<file path="config.mk">
export PLATFORM = sky130hd
export DESIGN_NAME = monitor_fan_os_rate_config
export DESIGN_NICKNAME = d
export VERILOG_FILES = /design/src/mon_cfg_pkg.sv /design/src/delay_if.sv /design/src/monitor_delay_timer.sv /design/src/monitor_fan_os_rate_config.sv
export SDC_FILE = /design/constraint.sdc
export NUM_CORES = 1
export LEC_CHECK = 0
export CAP_MARGIN = 20
export CELL_PAD_IN_SITES_DETAIL_PLACEMENT = 0
export CELL_PAD_IN_SITES_GLOBAL_PLACEMENT = 2
export CORE_MARGIN = 1.5
export CORE_UTILIZATION = 42
export DETAILED_ROUTE_END_ITERATION = 12
export DONT_BUFFER_PORTS = 1
export PLACE_DENSITY_LB_ADDON = 0.3
export SETUP_SLACK_MARGIN = 0.05
export SLEW_MARGIN = 10
export SYNTH_ARGS = -nofsm -noshare
export SYNTH_HDL_FRONTEND = slang
export SYNTH_SLANG_ARGS = --single-unit
</file>
<file path="constraint.sdc">
create_clock -name i_clk -period 4.8 [get_ports i_clk]
set_input_delay 0.96 -clock i_clk [delete_from_list [all_inputs] [get_ports i_clk]]
set_output_delay 0.96 -clock i_clk [all_outputs]
set_load 0.01 [all_outputs]
</file>
<file path="src/mon_cfg_pkg.sv">
// Constants, reset values and state encodings of the monitor configuration block
package mon_cfg_pkg;

    // ****************
    // Register offsets
    // ****************
    localparam logic [7:0] ADDR_FAN_DIV = 8'h05;
    localparam logic [7:0] ADDR_OS_CFG = 8'h06;
    localparam logic [7:0] ADDR_DELAY_SEL = 8'h07;
    localparam logic [7:0] ADDR_CHAN_DIS = 8'h08;
    localparam logic [7:0] ADDR_DELAY_COUNT = 8'h0b;

    // ****************
    // Reset values
    // ****************
    localparam logic [7:0] RST_FAN_DIV = 8'h14;
    localparam logic [3:0] RST_OS_CFG_LOW = 4'h1;
    localparam logic [7:0] RST_DELAY_SEL = 8'h40;
    localparam logic [7:0] RST_CHAN_DIS = 8'h00;
    localparam logic [7:0] RST_DELAY_COUNT = 8'h40;

    // ****************
    // Field positions
    // ****************
    localparam int FAN_MODE_LSB = 0;
    localparam int FIRST_FAN_INPUT_CODE_LSB = 2;
    localparam int SECOND_FAN_INPUT_CODE_LSB = 4;
    localparam int PIN_OS_EN_BIT = 6;
    localparam int PIN_RST_EN_BIT = 7;
    localparam int OS_POL_BIT = 1;
    localparam int OS_ONE_TIME_BIT = 2;
    localparam int TEMP_HIRES_BIT = 3;
    localparam int TEMP_FRAC_LSB = 4;
    localparam int FIXED_DELAY_BIT = 0;
    localparam int TEMP_SLOT = 7;

    // ****************
    // Fan speed field codes
    // ****************
    localparam logic [1:0] FAN_CODE_DIV1 = 2'h0;
    localparam logic [1:0] FAN_CODE_DIV2 = 2'h1;
    localparam logic [1:0] FAN_CODE_DIV4 = 2'h2;
    localparam logic [1:0] FAN_CODE_ACT_LOW = 2'h1;

    // ****************
    // Timing
    // ****************
    localparam int CLK_MHZ = 100;
    localparam int TICK_US = 10;
    localparam int TICK_CYCLES = TICK_US * CLK_MHZ;
    localparam int UNIT_DELAY_US = 1420;
    localparam int UNIT_DELAY_TICKS = UNIT_DELAY_US / TICK_US;
    localparam int FIXED_DELAY_MS = 728;
    localparam int FIXED_DELAY_TICKS = (FIXED_DELAY_MS * 1000) / TICK_US;
    localparam int DELAY_MUL = 8;
    localparam int DELAY_ADD = 6;
    localparam int RST_PULSE_US = 10;
    localparam int RST_PULSE_CYCLES = RST_PULSE_US * CLK_MHZ;

    // ****************
    // Scan sequencer states
    // ****************
    typedef enum logic [1:0] {
        SCAN_IDLE = 2'b00,
        SCAN_PICK = 2'b01,
        SCAN_BUSY = 2'b10,
        SCAN_WAIT = 2'b11
    } scan_state_e;

endpackage : mon_cfg_pkg

</file>
<file path="src/delay_if.sv">
// Link between the scan sequencer and the monitoring delay timer
`timescale 1ns/1ps
interface delay_if;
    logic round_done;
    logic round_start;
    logic fixed_sel;
    logic [7:0] count_n;

    modport core (output round_done, output fixed_sel, output count_n, input round_start);
    modport timer (input round_done, input fixed_sel, input count_n, output round_start);
endinterface : delay_if

</file>
<file path="src/monitor_delay_timer.sv">
// Timer that waits the monitoring delay between two scan rounds
`timescale 1ns/1ps
module monitor_delay_timer #(
    parameter int UNIT_TICKS = mon_cfg_pkg::UNIT_DELAY_TICKS,
    parameter int FIXED_TICKS = mon_cfg_pkg::FIXED_DELAY_TICKS
) (
    // Clock and reset
    input wire logic i_clk,
    input wire logic i_rst_b,
    // Sequencer side
    delay_if.timer dly
);

    logic [9:0] pre_q;
    logic tick;
    logic running_q;
    logic [18:0] left_q;
    logic [31:0] prog_ticks;
    logic [18:0] load_ticks;
    logic start_q;

    // Ticks of the programmable delay, unit times (8 N + 6)
    always_comb begin
        prog_ticks = 32'(UNIT_TICKS) * (32'(mon_cfg_pkg::DELAY_MUL) * {24'h0, dly.count_n}
                     + 32'(mon_cfg_pkg::DELAY_ADD));
        load_ticks = dly.fixed_sel ? 19'(FIXED_TICKS) : prog_ticks[18:0];
    end

    // Base tick prescaler, restarted with each delay
    always_ff @(posedge i_clk or negedge i_rst_b) begin
        if (!i_rst_b) begin
            pre_q <= 10'h000;
        end else if (dly.round_done || tick) begin
            pre_q <= 10'h000;
        end else if (running_q) begin
            pre_q <= pre_q + 10'h001;
        end
    end
    assign tick = running_q && (pre_q == 10'(mon_cfg_pkg::TICK_CYCLES - 1));

    // Delay countdown
    always_ff @(posedge i_clk or negedge i_rst_b) begin
        if (!i_rst_b) begin
            running_q <= 1'b0;
            left_q <= 19'h00000;
            start_q <= 1'b0;
        end else begin
            start_q <= 1'b0;
            if (dly.round_done) begin
                running_q <= 1'b1;
                left_q <= load_ticks;
            end else if (running_q && (left_q == 19'h00000)) begin
                running_q <= 1'b0;
                start_q <= 1'b1;
            end else if (tick) begin
                left_q <= left_q - 19'h00001;
            end
        end
    end

    assign dly.round_start = start_q;

endmodule : monitor_delay_timer

</file>
<file path="src/monitor_fan_os_rate_config.sv">
// Fan mode, shared pin, resolution, monitoring delay and channel disable registers
//
// Contract
// - Bit 0 set: first fan level mode
// - Bit 1 set: second fan level mode
// - Speed code selects divide 1, 2, 4, 8
// - First fan level: 01 low, 00 high
// - Second fan level: 01 low, 00 high
// - Bit 6 only: pin is overtemperature output
// - Bit 7 only: pin is reset output
// - Bits 6 and 7 set: pin disabled
// - Status bit 0 mirrors pin in overtemperature mode
// - Bit 1 sets overtemperature output polarity
// - Bit 2 selects one-time or comparator mode
// - Bit 3 selects 11-bit plus sign resolution
// - Bits 7:4 hold low temperature bits
// - Programmable delay 1.42 times (8N + 6) ms
// - Fixed delay bit gives 728 ms
// - Disabled analog channel: no conversions, errors, reading
// - Bit 7 disables temperature likewise
// - Count register supplies N, ignored when fixed
// - Reset request pulses pin low in reset mode
`timescale 1ns/1ps
module monitor_fan_os_rate_config #(
    parameter int UNIT_TICKS = mon_cfg_pkg::UNIT_DELAY_TICKS,
    parameter int FIXED_TICKS = mon_cfg_pkg::FIXED_DELAY_TICKS
) (
    // Clock and reset
    input wire logic i_clk,
    input wire logic i_rst_b,
    // Register access from the serial interface logic
    input wire logic i_reg_wr,
    input wire logic i_reg_rd,
    input wire logic [7:0] i_reg_addr,
    input wire logic [7:0] i_reg_wdata,
    output logic [7:0] o_reg_rdata,
    // Fan pins and fan results
    input wire logic i_first_fan_input,
    input wire logic i_second_fan_input,
    output logic [1:0] o_fan_count_pulse,
    output logic [1:0] o_fan_level_active,
    output logic [1:0] o_fan_level_mode,
    // Temperature path
    input wire logic i_temp_over,
    input wire logic i_temp_frac_valid,
    input wire logic [3:0] i_temp_frac,
    output logic o_temp_hi_res,
    // Software reset request
    input wire logic i_sw_reset_req,
    output logic o_sw_reset_clear,
    // Shared reset / overtemperature pin
    output logic o_pin_out,
    output logic o_pin_oe,
    // Scan sequencer
    input wire logic i_monitor_enable,
    input wire logic i_conv_done,
    output logic o_conv_start,
    output logic [2:0] o_conv_chan,
    // Channel disable and limit errors
    input wire logic [7:0] i_limit_err,
    output logic [7:0] o_chan_disable,
    output logic [7:0] o_limit_err
);

    // ****************
    // Registers
    // ****************
    logic [7:0] fan_div_q;
    logic os_pol_q;
    logic os_one_time_q;
    logic temp_hires_q;
    logic [3:0] temp_frac_q;
    logic [7:0] delay_sel_q;
    logic [7:0] chan_dis_q;
    logic [7:0] delay_count_q;
    logic [7:0] rdata_q;
    logic wr_fan;
    logic wr_os;
    logic rd_os;
    logic os_mode;
    logic rst_mode;
    logic os_status;

    assign wr_fan = i_reg_wr && (i_reg_addr == mon_cfg_pkg::ADDR_FAN_DIV);
    assign wr_os = i_reg_wr && (i_reg_addr == mon_cfg_pkg::ADDR_OS_CFG);
    assign rd_os = i_reg_rd && (i_reg_addr == mon_cfg_pkg::ADDR_OS_CFG);

    // Fan divisor and pin select register
    always_ff @(posedge i_clk or negedge i_rst_b) begin
        if (!i_rst_b) begin
            fan_div_q <= mon_cfg_pkg::RST_FAN_DIV;
        end else if (wr_fan) begin
            fan_div_q <= i_reg_wdata;
        end
    end

    // Overtemperature configuration; converter update of the low bits wins over a write
    always_ff @(posedge i_clk or negedge i_rst_b) begin
        if (!i_rst_b) begin
            os_pol_q <= mon_cfg_pkg::RST_OS_CFG_LOW[mon_cfg_pkg::OS_POL_BIT];
            os_one_time_q <= mon_cfg_pkg::RST_OS_CFG_LOW[mon_cfg_pkg::OS_ONE_TIME_BIT];
            temp_hires_q <= mon_cfg_pkg::RST_OS_CFG_LOW[mon_cfg_pkg::TEMP_HIRES_BIT];
            temp_frac_q <= 4'h0;
        end else begin
            if (wr_os) begin
                os_pol_q <= i_reg_wdata[mon_cfg_pkg::OS_POL_BIT];
                os_one_time_q <= i_reg_wdata[mon_cfg_pkg::OS_ONE_TIME_BIT];
                temp_hires_q <= i_reg_wdata[mon_cfg_pkg::TEMP_HIRES_BIT];
            end
            if (i_temp_frac_valid && !chan_dis_q[mon_cfg_pkg::TEMP_SLOT]) begin
                temp_frac_q <= i_temp_frac;
            end else if (wr_os) begin
                temp_frac_q <= i_reg_wdata[mon_cfg_pkg::TEMP_FRAC_LSB +: 4];
            end
        end
    end

    // Delay select, channel disable and delay count registers
    always_ff @(posedge i_clk or negedge i_rst_b) begin
        if (!i_rst_b) begin
            delay_sel_q <= mon_cfg_pkg::RST_DELAY_SEL;
            chan_dis_q <= mon_cfg_pkg::RST_CHAN_DIS;
            delay_count_q <= mon_cfg_pkg::RST_DELAY_COUNT;
        end else if (i_reg_wr) begin
            case (i_reg_addr)
                mon_cfg_pkg::ADDR_DELAY_SEL: begin
                    delay_sel_q <= i_reg_wdata;
                end
                mon_cfg_pkg::ADDR_CHAN_DIS: begin
                    chan_dis_q <= i_reg_wdata;
                end
                mon_cfg_pkg::ADDR_DELAY_COUNT: begin
                    delay_count_q <= i_reg_wdata;
                end
                default: begin
                    delay_sel_q <= delay_sel_q;
                end
            endcase
        end
    end

    // Read data, captured on the read strobe; unmapped offsets read zero
    always_ff @(posedge i_clk or negedge i_rst_b) begin
        if (!i_rst_b) begin
            rdata_q <= 8'h00;
        end else if (i_reg_rd) begin
            case (i_reg_addr)
                mon_cfg_pkg::ADDR_FAN_DIV: begin
                    rdata_q <= fan_div_q;
                end
                mon_cfg_pkg::ADDR_OS_CFG: begin
                    rdata_q <= {temp_frac_q, temp_hires_q, os_one_time_q, os_pol_q, os_status};
                end
                mon_cfg_pkg::ADDR_DELAY_SEL: begin
                    rdata_q <= delay_sel_q;
                end
                mon_cfg_pkg::ADDR_CHAN_DIS: begin
                    rdata_q <= chan_dis_q;
                end
                mon_cfg_pkg::ADDR_DELAY_COUNT: begin
                    rdata_q <= delay_count_q;
                end
                default: begin
                    rdata_q <= 8'h00;
                end
            endcase
        end
    end

    // ****************
    // Fan inputs
    // ****************
    logic [1:0] fan_pin;
    assign fan_pin = {i_second_fan_input, i_first_fan_input};

    // One synchroniser, prescaler and level decoder per fan
    for (genvar f = 0; f < 2; f++) begin : g_fan
        logic [2:0] sync_q;
        logic [2:0] div_cnt_q;
        logic [1:0] code;
        logic [2:0] div_last;
        logic level_mode;
        logic rise;

        assign code = fan_div_q[mon_cfg_pkg::FIRST_FAN_INPUT_CODE_LSB + 2 * f +: 2];
        assign level_mode = fan_div_q[mon_cfg_pkg::FAN_MODE_LSB + f];
        assign rise = sync_q[1] && !sync_q[2];

        // Prescale last count for divide by 1, 2, 4, 8
        always_comb begin
            case (code)
                mon_cfg_pkg::FAN_CODE_DIV1: div_last = 3'h0;
                mon_cfg_pkg::FAN_CODE_DIV2: div_last = 3'h1;
                mon_cfg_pkg::FAN_CODE_DIV4: div_last = 3'h3;
                default: div_last = 3'h7;
            endcase
        end

        // Two-stage synchroniser plus an edge stage
        always_ff @(posedge i_clk or negedge i_rst_b) begin
            if (!i_rst_b) begin
                sync_q <= 3'h0;
            end else begin
                sync_q <= {sync_q[1:0], fan_pin[f]};
            end
        end

        // Counting mode prescaler, cleared while in level mode
        always_ff @(posedge i_clk or negedge i_rst_b) begin
            if (!i_rst_b) begin
                div_cnt_q <= 3'h0;
                o_fan_count_pulse[f] <= 1'b0;
            end else begin
                o_fan_count_pulse[f] <= 1'b0;
                if (level_mode) begin
                    div_cnt_q <= 3'h0;
                end else if (rise) begin
                    if (div_cnt_q >= div_last) begin
                        div_cnt_q <= 3'h0;
                        o_fan_count_pulse[f] <= 1'b1;
                    end else begin
                        div_cnt_q <= div_cnt_q + 3'h1;
                    end
                end
            end
        end

        // Level mode active flag with selected polarity
        always_ff @(posedge i_clk or negedge i_rst_b) begin
            if (!i_rst_b) begin
                o_fan_level_active[f] <= 1'b0;
                o_fan_level_mode[f] <= 1'b0;
            end else begin
                o_fan_level_mode[f] <= level_mode;
                o_fan_level_active[f] <= level_mode &&
                    ((code == mon_cfg_pkg::FAN_CODE_ACT_LOW) ? !sync_q[1] : sync_q[1]);
            end
        end
    end

    // ****************
    // Shared reset / overtemperature pin
    // ****************
    logic over_gated;
    logic over_prev_q;
    logic os_latch_q;
    logic os_active;
    logic rst_pulse_q;
    logic [9:0] rst_cnt_q;
    logic clear_q;

    assign os_mode = fan_div_q[mon_cfg_pkg::PIN_OS_EN_BIT] && !fan_div_q[mon_cfg_pkg::PIN_RST_EN_BIT];
    assign rst_mode = fan_div_q[mon_cfg_pkg::PIN_RST_EN_BIT] && !fan_div_q[mon_cfg_pkg::PIN_OS_EN_BIT];
    assign over_gated = i_temp_over && !chan_dis_q[mon_cfg_pkg::TEMP_SLOT];
    assign os_active = os_one_time_q ? os_latch_q : over_gated;
    assign os_status = os_mode ? o_pin_out : 1'b1;

    // One-time event latch: set on a new overtemperature, cleared by reading; set wins
    always_ff @(posedge i_clk or negedge i_rst_b) begin
        if (!i_rst_b) begin
            over_prev_q <= 1'b0;
            os_latch_q <= 1'b0;
        end else begin
            over_prev_q <= over_gated;
            if (over_gated && !over_prev_q) begin
                os_latch_q <= 1'b1;
            end else if (rd_os) begin
                os_latch_q <= 1'b0;
            end
        end
    end

    // Software reset pulse; request ignored unless the pin is in reset mode
    always_ff @(posedge i_clk or negedge i_rst_b) begin
        if (!i_rst_b) begin
            rst_pulse_q <= 1'b0;
            rst_cnt_q <= 10'h000;
            clear_q <= 1'b0;
        end else begin
            clear_q <= 1'b0;
            if (rst_pulse_q) begin
                if (rst_cnt_q == 10'(mon_cfg_pkg::RST_PULSE_CYCLES - 1)) begin
                    rst_pulse_q <= 1'b0;
                    clear_q <= 1'b1;
                end else begin
                    rst_cnt_q <= rst_cnt_q + 10'h001;
                end
            end else if (i_sw_reset_req && rst_mode && !clear_q) begin
                rst_pulse_q <= 1'b1;
                rst_cnt_q <= 10'h000;
            end
        end
    end

    // Pin drive per selected function
    always_ff @(posedge i_clk or negedge i_rst_b) begin
        if (!i_rst_b) begin
            o_pin_out <= 1'b1;
            o_pin_oe <= 1'b0;
        end else if (os_mode) begin
            o_pin_out <= os_pol_q ? os_active : !os_active;
            o_pin_oe <= 1'b1;
        end else if (rst_mode) begin
            o_pin_out <= !rst_pulse_q;
            o_pin_oe <= 1'b1;
        end else begin
            o_pin_out <= 1'b1;
            o_pin_oe <= 1'b0;
        end
    end

    // ****************
    // Scan sequencer and delay timer
    // ****************
    delay_if dly ();
    mon_cfg_pkg::scan_state_e state_q;
    logic [2:0] slot_q;
    logic done_q;

    assign dly.round_done = done_q;
    assign dly.fixed_sel = delay_sel_q[mon_cfg_pkg::FIXED_DELAY_BIT];
    assign dly.count_n = delay_count_q;

    monitor_delay_timer #(
        .UNIT_TICKS(UNIT_TICKS),
        .FIXED_TICKS(FIXED_TICKS)
    ) u_timer (
        .i_clk(i_clk),
        .i_rst_b(i_rst_b),
        .dly(dly)
    );

    // Walk slots 0..7 in order, skipping disabled ones, then wait the delay
    always_ff @(posedge i_clk or negedge i_rst_b) begin
        if (!i_rst_b) begin
            state_q <= mon_cfg_pkg::SCAN_IDLE;
            slot_q <= 3'h0;
            done_q <= 1'b0;
            o_conv_start <= 1'b0;
            o_conv_chan <= 3'h0;
        end else begin
            done_q <= 1'b0;
            o_conv_start <= 1'b0;
            case (state_q)
                mon_cfg_pkg::SCAN_IDLE: begin
                    slot_q <= 3'h0;
                    if (i_monitor_enable) begin
                        state_q <= mon_cfg_pkg::SCAN_PICK;
                    end
                end
                mon_cfg_pkg::SCAN_PICK: begin
                    if (!i_monitor_enable) begin
                        state_q <= mon_cfg_pkg::SCAN_IDLE;
                    end else if (!chan_dis_q[slot_q]) begin
                        o_conv_start <= 1'b1;
                        o_conv_chan <= slot_q;
                        state_q <= mon_cfg_pkg::SCAN_BUSY;
                    end else if (slot_q == 3'(mon_cfg_pkg::TEMP_SLOT)) begin
                        done_q <= 1'b1;
                        state_q <= mon_cfg_pkg::SCAN_WAIT;
                    end else begin
                        slot_q <= slot_q + 3'h1;
                    end
                end
                mon_cfg_pkg::SCAN_BUSY: begin
                    if (i_conv_done) begin
                        if (slot_q == 3'(mon_cfg_pkg::TEMP_SLOT)) begin
                            done_q <= 1'b1;
                            state_q <= mon_cfg_pkg::SCAN_WAIT;
                        end else begin
                            slot_q <= slot_q + 3'h1;
                            state_q <= mon_cfg_pkg::SCAN_PICK;
                        end
                    end
                end
                mon_cfg_pkg::SCAN_WAIT: begin
                    slot_q <= 3'h0;
                    if (dly.round_start) begin
                        state_q <= i_monitor_enable ? mon_cfg_pkg::SCAN_PICK : mon_cfg_pkg::SCAN_IDLE;
                    end
                end
                default: begin
                    state_q <= mon_cfg_pkg::SCAN_IDLE;
                end
            endcase
        end
    end

    // ****************
    // Channel disable outputs and error masking
    // ****************
    always_ff @(posedge i_clk or negedge i_rst_b) begin
        if (!i_rst_b) begin
            o_chan_disable <= 8'h00;
            o_limit_err <= 8'h00;
        end else begin
            o_chan_disable <= chan_dis_q;
            o_limit_err <= i_limit_err & ~chan_dis_q;
        end
    end

    // Registered outputs
    assign o_reg_rdata = rdata_q;
    assign o_temp_hi_res = temp_hires_q;
    assign o_sw_reset_clear = clear_q;

endmodule : monitor_fan_os_rate_config

</file>
Yosys cells after proc, flatten, opt, wreduce, memory -nomap -nowiden

Index checks and enable logic that the tools add are counted.

Bits of input ports: 39
Output and inout bits: 38
Flip-flop bits (word level): 138
Word-level logic and storage cells: 193

Add/subtract/negate cells: 7
Equality and inequality tests: 23
Multiply operators: 1
Mux-type cells: 70
Bitwise operators: 3
Reduce and logical (&&, ||, !) cells: 49
Magnitude comparators: 3

Operators with widths:

| cell                                                                   | count |
|---|---|
| 19-bit 2-to-1 mux                                                      | 4 |
| 10-bit 2-to-1 mux                                                      | 5 |
| 8-bit one-hot mux with 5 select lines                                  | 1 |
| 1-bit 2-to-1 mux                                                       | 35 |
| 7-bit by 32-bit multiplier with 18-bit output (first input constant)   | 1 |
| 3-bit 2-to-1 mux                                                       | 10 |
| 3-bit one-hot mux with 3 select lines                                  | 3 |
| 8-bit by 3-bit equality test with 1-bit output (second input constant) | 3 |
| 10-bit by 1-bit adder with 10-bit output (second input constant)       | 2 |
| 10-bit equality test (second input constant)                           | 2 |
| 19-bit logical NOT                                                     | 1 |
| 19-bit by 1-bit subtractor with 19-bit output (second input constant)  | 1 |
| 8-bit by 4-bit equality test with 1-bit output (second input constant) | 2 |
| 1-bit logical AND                                                      | 16 |
| 2-bit nonzero test                                                     | 8 |
| 2-bit 2-to-1 mux                                                       | 7 |
| 11-bit by 3-bit adder with 12-bit output (second input constant)       | 1 |
| 2-bit != test (second input constant)                                  | 6 |
| 1-bit logical NOT                                                      | 11 |
| 2-bit AND reduction                                                    | 5 |
| 3-bit by 1-bit adder with 3-bit output (second input constant)         | 3 |
| 8-bit bitwise AND                                                      | 1 |
| 2-bit equality test (second input constant)                            | 4 |
| 4-bit 2-to-1 mux                                                       | 2 |
| other kinds (16)                                                       | 22 |

Depth between registers and ports, before layout

Word-level depth: 6
Depth in mapped cells: 13
Gate-level depth less buffers: 13

Modules after synthesis

From an unflattened synthesis, not the netlist that was laid out.

Cells, all modules: 773
Area, all modules: 7,961.4 um^2

By module, submodules not included:

| module                     | times used | area an instance (um^2) | sequential area each (um^2) | cells an instance |
|---|---|---|---|---|
| monitor_fan_os_rate_config | 1          | 5,101.1                 | 2,683.8                     | 451 |
| monitor_delay_timer        | 1          | 2,860.2                 | 775.7                       | 322 |

Least setup slack after synthesis

OpenSTA, ideal clock, no wires.

Kind: reg2reg
Start: reg delay_count_q[4]
End: reg u_timer.left_q[17]
Clock period less this slack: 3.587 ns
Data required time: 4.674 ns
Slack: 1.213 ns
Arrival time: 3.461 ns
Stages on the path, launching flop included: 14
Buffers on the path: 0
Setup time: 0.126 ns
Path through: dfrtp_1 > ha_1 > ha_1 > fa_1 > inv_1 > fa_1 > inv_1 > ha_1 > a21oi_1 > o21ai_0 > a21oi_1 > o21ai_0 > xnor2_1 > a221o_1

Cells in the longest elaborated chain, start to end: 4

RTL lines:

| element                                       | line                              | source |
|---|---|---|
| from (decl)                                   | monitor_fan_os_rate_config.sv:75  | `logic [7:0] delay_count_q;` |
| from (signal assigned)                        | monitor_fan_os_rate_config.sv:123 | `delay_count_q <= mon_cfg_pkg::RST_DELAY_COUNT;` |
| from (signal assigned)                        | monitor_fan_os_rate_config.sv:133 | `delay_count_q <= i_reg_wdata;` |
| 11-bit by 3-bit adder with 12-bit output      | monitor_delay_timer.sv:25         | `+ 32'(mon_cfg_pkg::DELAY_ADD));` |
| 7-bit by 32-bit multiplier with 18-bit output | monitor_delay_timer.sv:24         | `prog_ticks = 32'(UNIT_TICKS) * (32'(mon_cfg_pkg::DELAY_MUL) * {24'h0, dly.count_n}` |
| 19-bit 2-to-1 mux                             | monitor_delay_timer.sv:26         | `load_ticks = dly.fixed_sel ? 19'(FIXED_TICKS) : prog_ticks[18:0];` |
| 19-bit 2-to-1 mux                             | monitor_delay_timer.sv:49         | `if (dly.round_done) begin` |
| to (signal assigned)                          | monitor_delay_timer.sv:51         | `left_q <= load_ticks;` |
| to (signal assigned)                          | monitor_delay_timer.sv:56         | `left_q <= left_q - 19'h00001;` |
| to (decl)                                     | monitor_delay_timer.sv:17         | `logic [18:0] left_q;` |

Every way passes these cells.
A chain may end at the register's enable or synchronous reset.

Worst setup path in the final report

Ends and elaborated chain as after synthesis.

==> flow_summary.yaml <==
pwr:
  comb_power_share_pct: 17.9
  sw_frac_of_total_pct: 30.0
  power_frac_clock_pct: 39.6
  report.power.total_uw: 3330
  intPower_uw: 2330
  p_leak_uw: 0.00386
  power_density_nw_per_um2: 404
  sequentialPowerShare_pct: 42.6
  p_sw_uw: 1000
  max-vdd-ir-drop_v: 0.000308
setup_path:
  reg2reg_depth: 13
  worstPathArrival_ns: 4.17
  worstPathCellList: "ha_1 -> ha_1 -> fa_1 -> inv_1 -> fa_1 -> inv_1 -> ha_1 -> a21oi_1 -> o21ai_0 -> a21oi_1 -> o21ai_0 -> xnor2_1 -> a221o_1"
  crit_path_frequent_cell: "ha_1"
  cpPeakStageDelay_ns: 0.54
  start_kind: "flop"
  reg2reg_to: "u_timer.left_q[17]$_DFFE_PN0P_"
  end_kind: "flop"
  r2r_slack_ns: 0.94
  cp_max_fo: 6
  crit_required_ns: 5.11
  cp_slowest_cell: "fa_1"
  r2r-start: "delay_count_q[4]$_DFFE_PN0P_"
  critPathKind: "flop to flop"
floorplanning:
  start_util_pct: 43.0
  die-area_um2: 18500
  row_count: 48
  die_y_um: 136
  die_w_um: 136
  ios: 77
  core-area_um2: 17300
drt:
  vias: 5190
  postRouteAntennaNets: 0
  routedWlPerCell_um: 17.7
  post_drt_via_cell_ratio: 5.47
  wirelength_um: 16800
  drc_errors: 0
  dr.pass1.iters: 9
  first_iter_violations: 301
clock_network:
  cts_tree: "yes"
  clock_latency_ns: 0.43
  cts-resized-gates: 0
  clk_pin_slew_ns: 0.06
  htreeDepth: 4
  post_cts_buffers: 0
  cts_buffer_depth: 2
  cts_buffers: 17
  clock-sinks: 138
  root_buffer: "clkbuf_16"
  cts_hold_buf: 0
cells_and_area:
  syn_to_final_growth_pct: 10.7
  drive_gt1_share_pct: 13.6
  diodes: 0
  fin_nets: 809
  final_common_cell: "dfrtp_1"
  final_cell_mix: "133 x dfrtp_1, 59 x nand2_1, 54 x inv_1"
place:
  dp_hpwl_um: 12200
  io_buffers: 0
  routabilityCongestion: 0.812
sta:
  period_share_pct: 80.5
  setup_viol: 0
  tightest_slew_ns: 0.849
  rsz0062_at_grt: "no"
  drv_slew: 0
  fin_setup_tns_ns: 0
  relSlewSlack_pct: 43.4
  skew_ns: 0.00908
  fmax_ghz: 0.259
  fin_crit_ns: 3.86
  hold_viol: 0
synthesis:
  synth_top_area_cell: "dfrtp_1"
  yosysWarnings: 0
  synth-seq-area-share_pct: 46.5
  ys_top_cells_by_area: "dfrtp_1 45%, ha_1 8.4%, mux2_2 5.1%"
  synth_nets: 804
  syn_area_um2: 7440
  synth_cells: 705
  ys_ff_latch: 138
  synth_edf_count: 0
  yosysUniqueCellTypes: 68
  synthArstFlopShare_pct: 100
  synth.top_cell.area_share_pct: 44.7
  yosys_most_used_dff: "dfrtp_1"
  avgSynthCellArea_um2: 10.6
grt:
  antenna_found_initial: 0
  grt_first_pass_wirelength_um: 28000
  track_usage_pct: 19.7
  overflow: 0
  grt_pass1_vias: 5383
  grt_max_degree: 139
worst_hold_path:
  hold_class: "primary input to async pin"
outcome:
  status: "finished, final reports clean"
run:
  max-cap-violations: 0
## cells in the mapped netlist, drive strengths merged (3+ instances only)
library cell	instances
a211oi	4
a21o	4
a21oi	38
a221o	3
a222oi	10
a22oi	12
a31oi	11
and2	5
buf	10
clkbuf	7
dfrtp	133
dfstp	5
fa	10
ha	50
inv	54
mux2	34
mux2i	8
nand2	60
nand2b	10
nand3	19
nand4	7
nor2	48
nor2b	12
nor3	18
nor4	11
o21ai	44
or2	6
or3	7
or4	3
xnor2	16
xor2	17
## worst max path at each step
stage                                     end  cells after the start  slack [ns]                          from
5_1_grt        u_timer.left_q[17]$_DFFE_PN0P_                     13        0.76  delay_count_q[4]$_DFFE_PN0P_
4_1_cts        u_timer.left_q[17]$_DFFE_PN0P_                     13        0.94  delay_count_q[4]$_DFFE_PN0P_
6_report       u_timer.left_q[17]$_DFFE_PN0P_                     13        0.94  delay_count_q[4]$_DFFE_PN0P_
3_5_place_dp   u_timer.left_q[17]$_DFFE_PN0P_                     13        0.95  delay_count_q[4]$_DFFE_PN0P_
2_1_floorplan  u_timer.left_q[17]$_DFFE_PN0P_                     13        1.21  delay_count_q[4]$_DFFE_PN0P_
3_3_place_gp   u_timer.left_q[17]$_DFFE_PN0P_                     13        1.05  delay_count_q[4]$_DFFE_PN0P_
## power groups by stage
stage	registers (µW)	logic [µW]	clock network [µW]
after floorplan	1390	495	0
after global placement	1430	578	0
after detailed placement	1440	595	0
after CTS	1420	598	1350
after global routing	1440	689	1400
final	1420	595	1320
## flip-flops by register name, summed over array words and instances (netlist names), 3 cells and up
| signal | cells |
|---|---|
| rst_cnt_q | 10 |
| o_reg_rdata | 8 |
| u_timer.left_q | 19 |
| o_chan_disable | 8 |
| o_conv_chan | 3 |
| fan_div_q | 8 |
| o_limit_err | 8 |
| g_fan.sync_q | 6 |
| temp_frac_q | 4 |
| slot_q | 3 |
| delay_sel_q | 8 |
| delay_count_q | 8 |
| chan_dis_q | 8 |
| g_fan.div_cnt_q | 6 |
| u_timer.pre_q | 10 |
## area by class of cell
class | count | area [µm²]
Clock inverter | 12 | 140
Timing Repair Buffer | 3 | 22.5
Fill cell | 1612 | 9060
Clock buffer | 20 | 447
Sequential cell | 138 | 3460
Inverter | 54 | 203
Tap cell | 225 | 282
Multi-Input combinational cell | 496 | 3680
## layer usage
metal	GRT usage (%)	vias up	share of wire (%)
li1	-	2514	-
met1	25.4	2562	45
met2	32.0	104	49
met3	6.23	10	5.6
met4	5.32	0	0.86
met5	0	-	0
## through the flow
step	hold WS [ns]	cells	setup slack (ns)	instance area (µm²)	util [%]
floorplan	0.331	705	1.21	7440	-
global placement	0.339	916	1.05	7650	44.2
detailed placement	0.343	916	0.947	7650	44.2
CTS	0.211	948	0.944	8240	47.6
global route	0.206	948	0.761	8240	47.6
finish	0.231	948	0.936	8240	47.6
## cell families (layout without fill, tap and decap cells)
| family | count (synthesis) | count (layout) | synth area share, % |
|---|---|---|---|
| multiplexers | 44 | 44 | 6.82 |
| XOR/XNOR | 33 | 33 | 3.88 |
| AND/OR/NAND/NOR | 218 | 218 | 15.5 |
| buffers and inverters | 71 | 89 | 4.03 |
| AO/OA/AOI/OAI | 141 | 141 | 12.2 |
| adder cells (fa/ha/maj) | 60 | 60 | 11.1 |
| flip-flops | 138 | 138 | 46.5 |
## critical path, delay by kind of cell (launching register included)
| family | cells | cell delay [ns] |
|---|---|---|
| AO/OA/AOI/OAI | 5 | 1.02 |
| XOR/XNOR | 1 | 0.16 |
| adder cells (fa/ha/maj) | 5 | 2.03 |
| buffers and inverters | 2 | 0.09 |
| flip-flops | 1 | 0.44 |
Note: power is estimated with default switching activity, not from simulation.
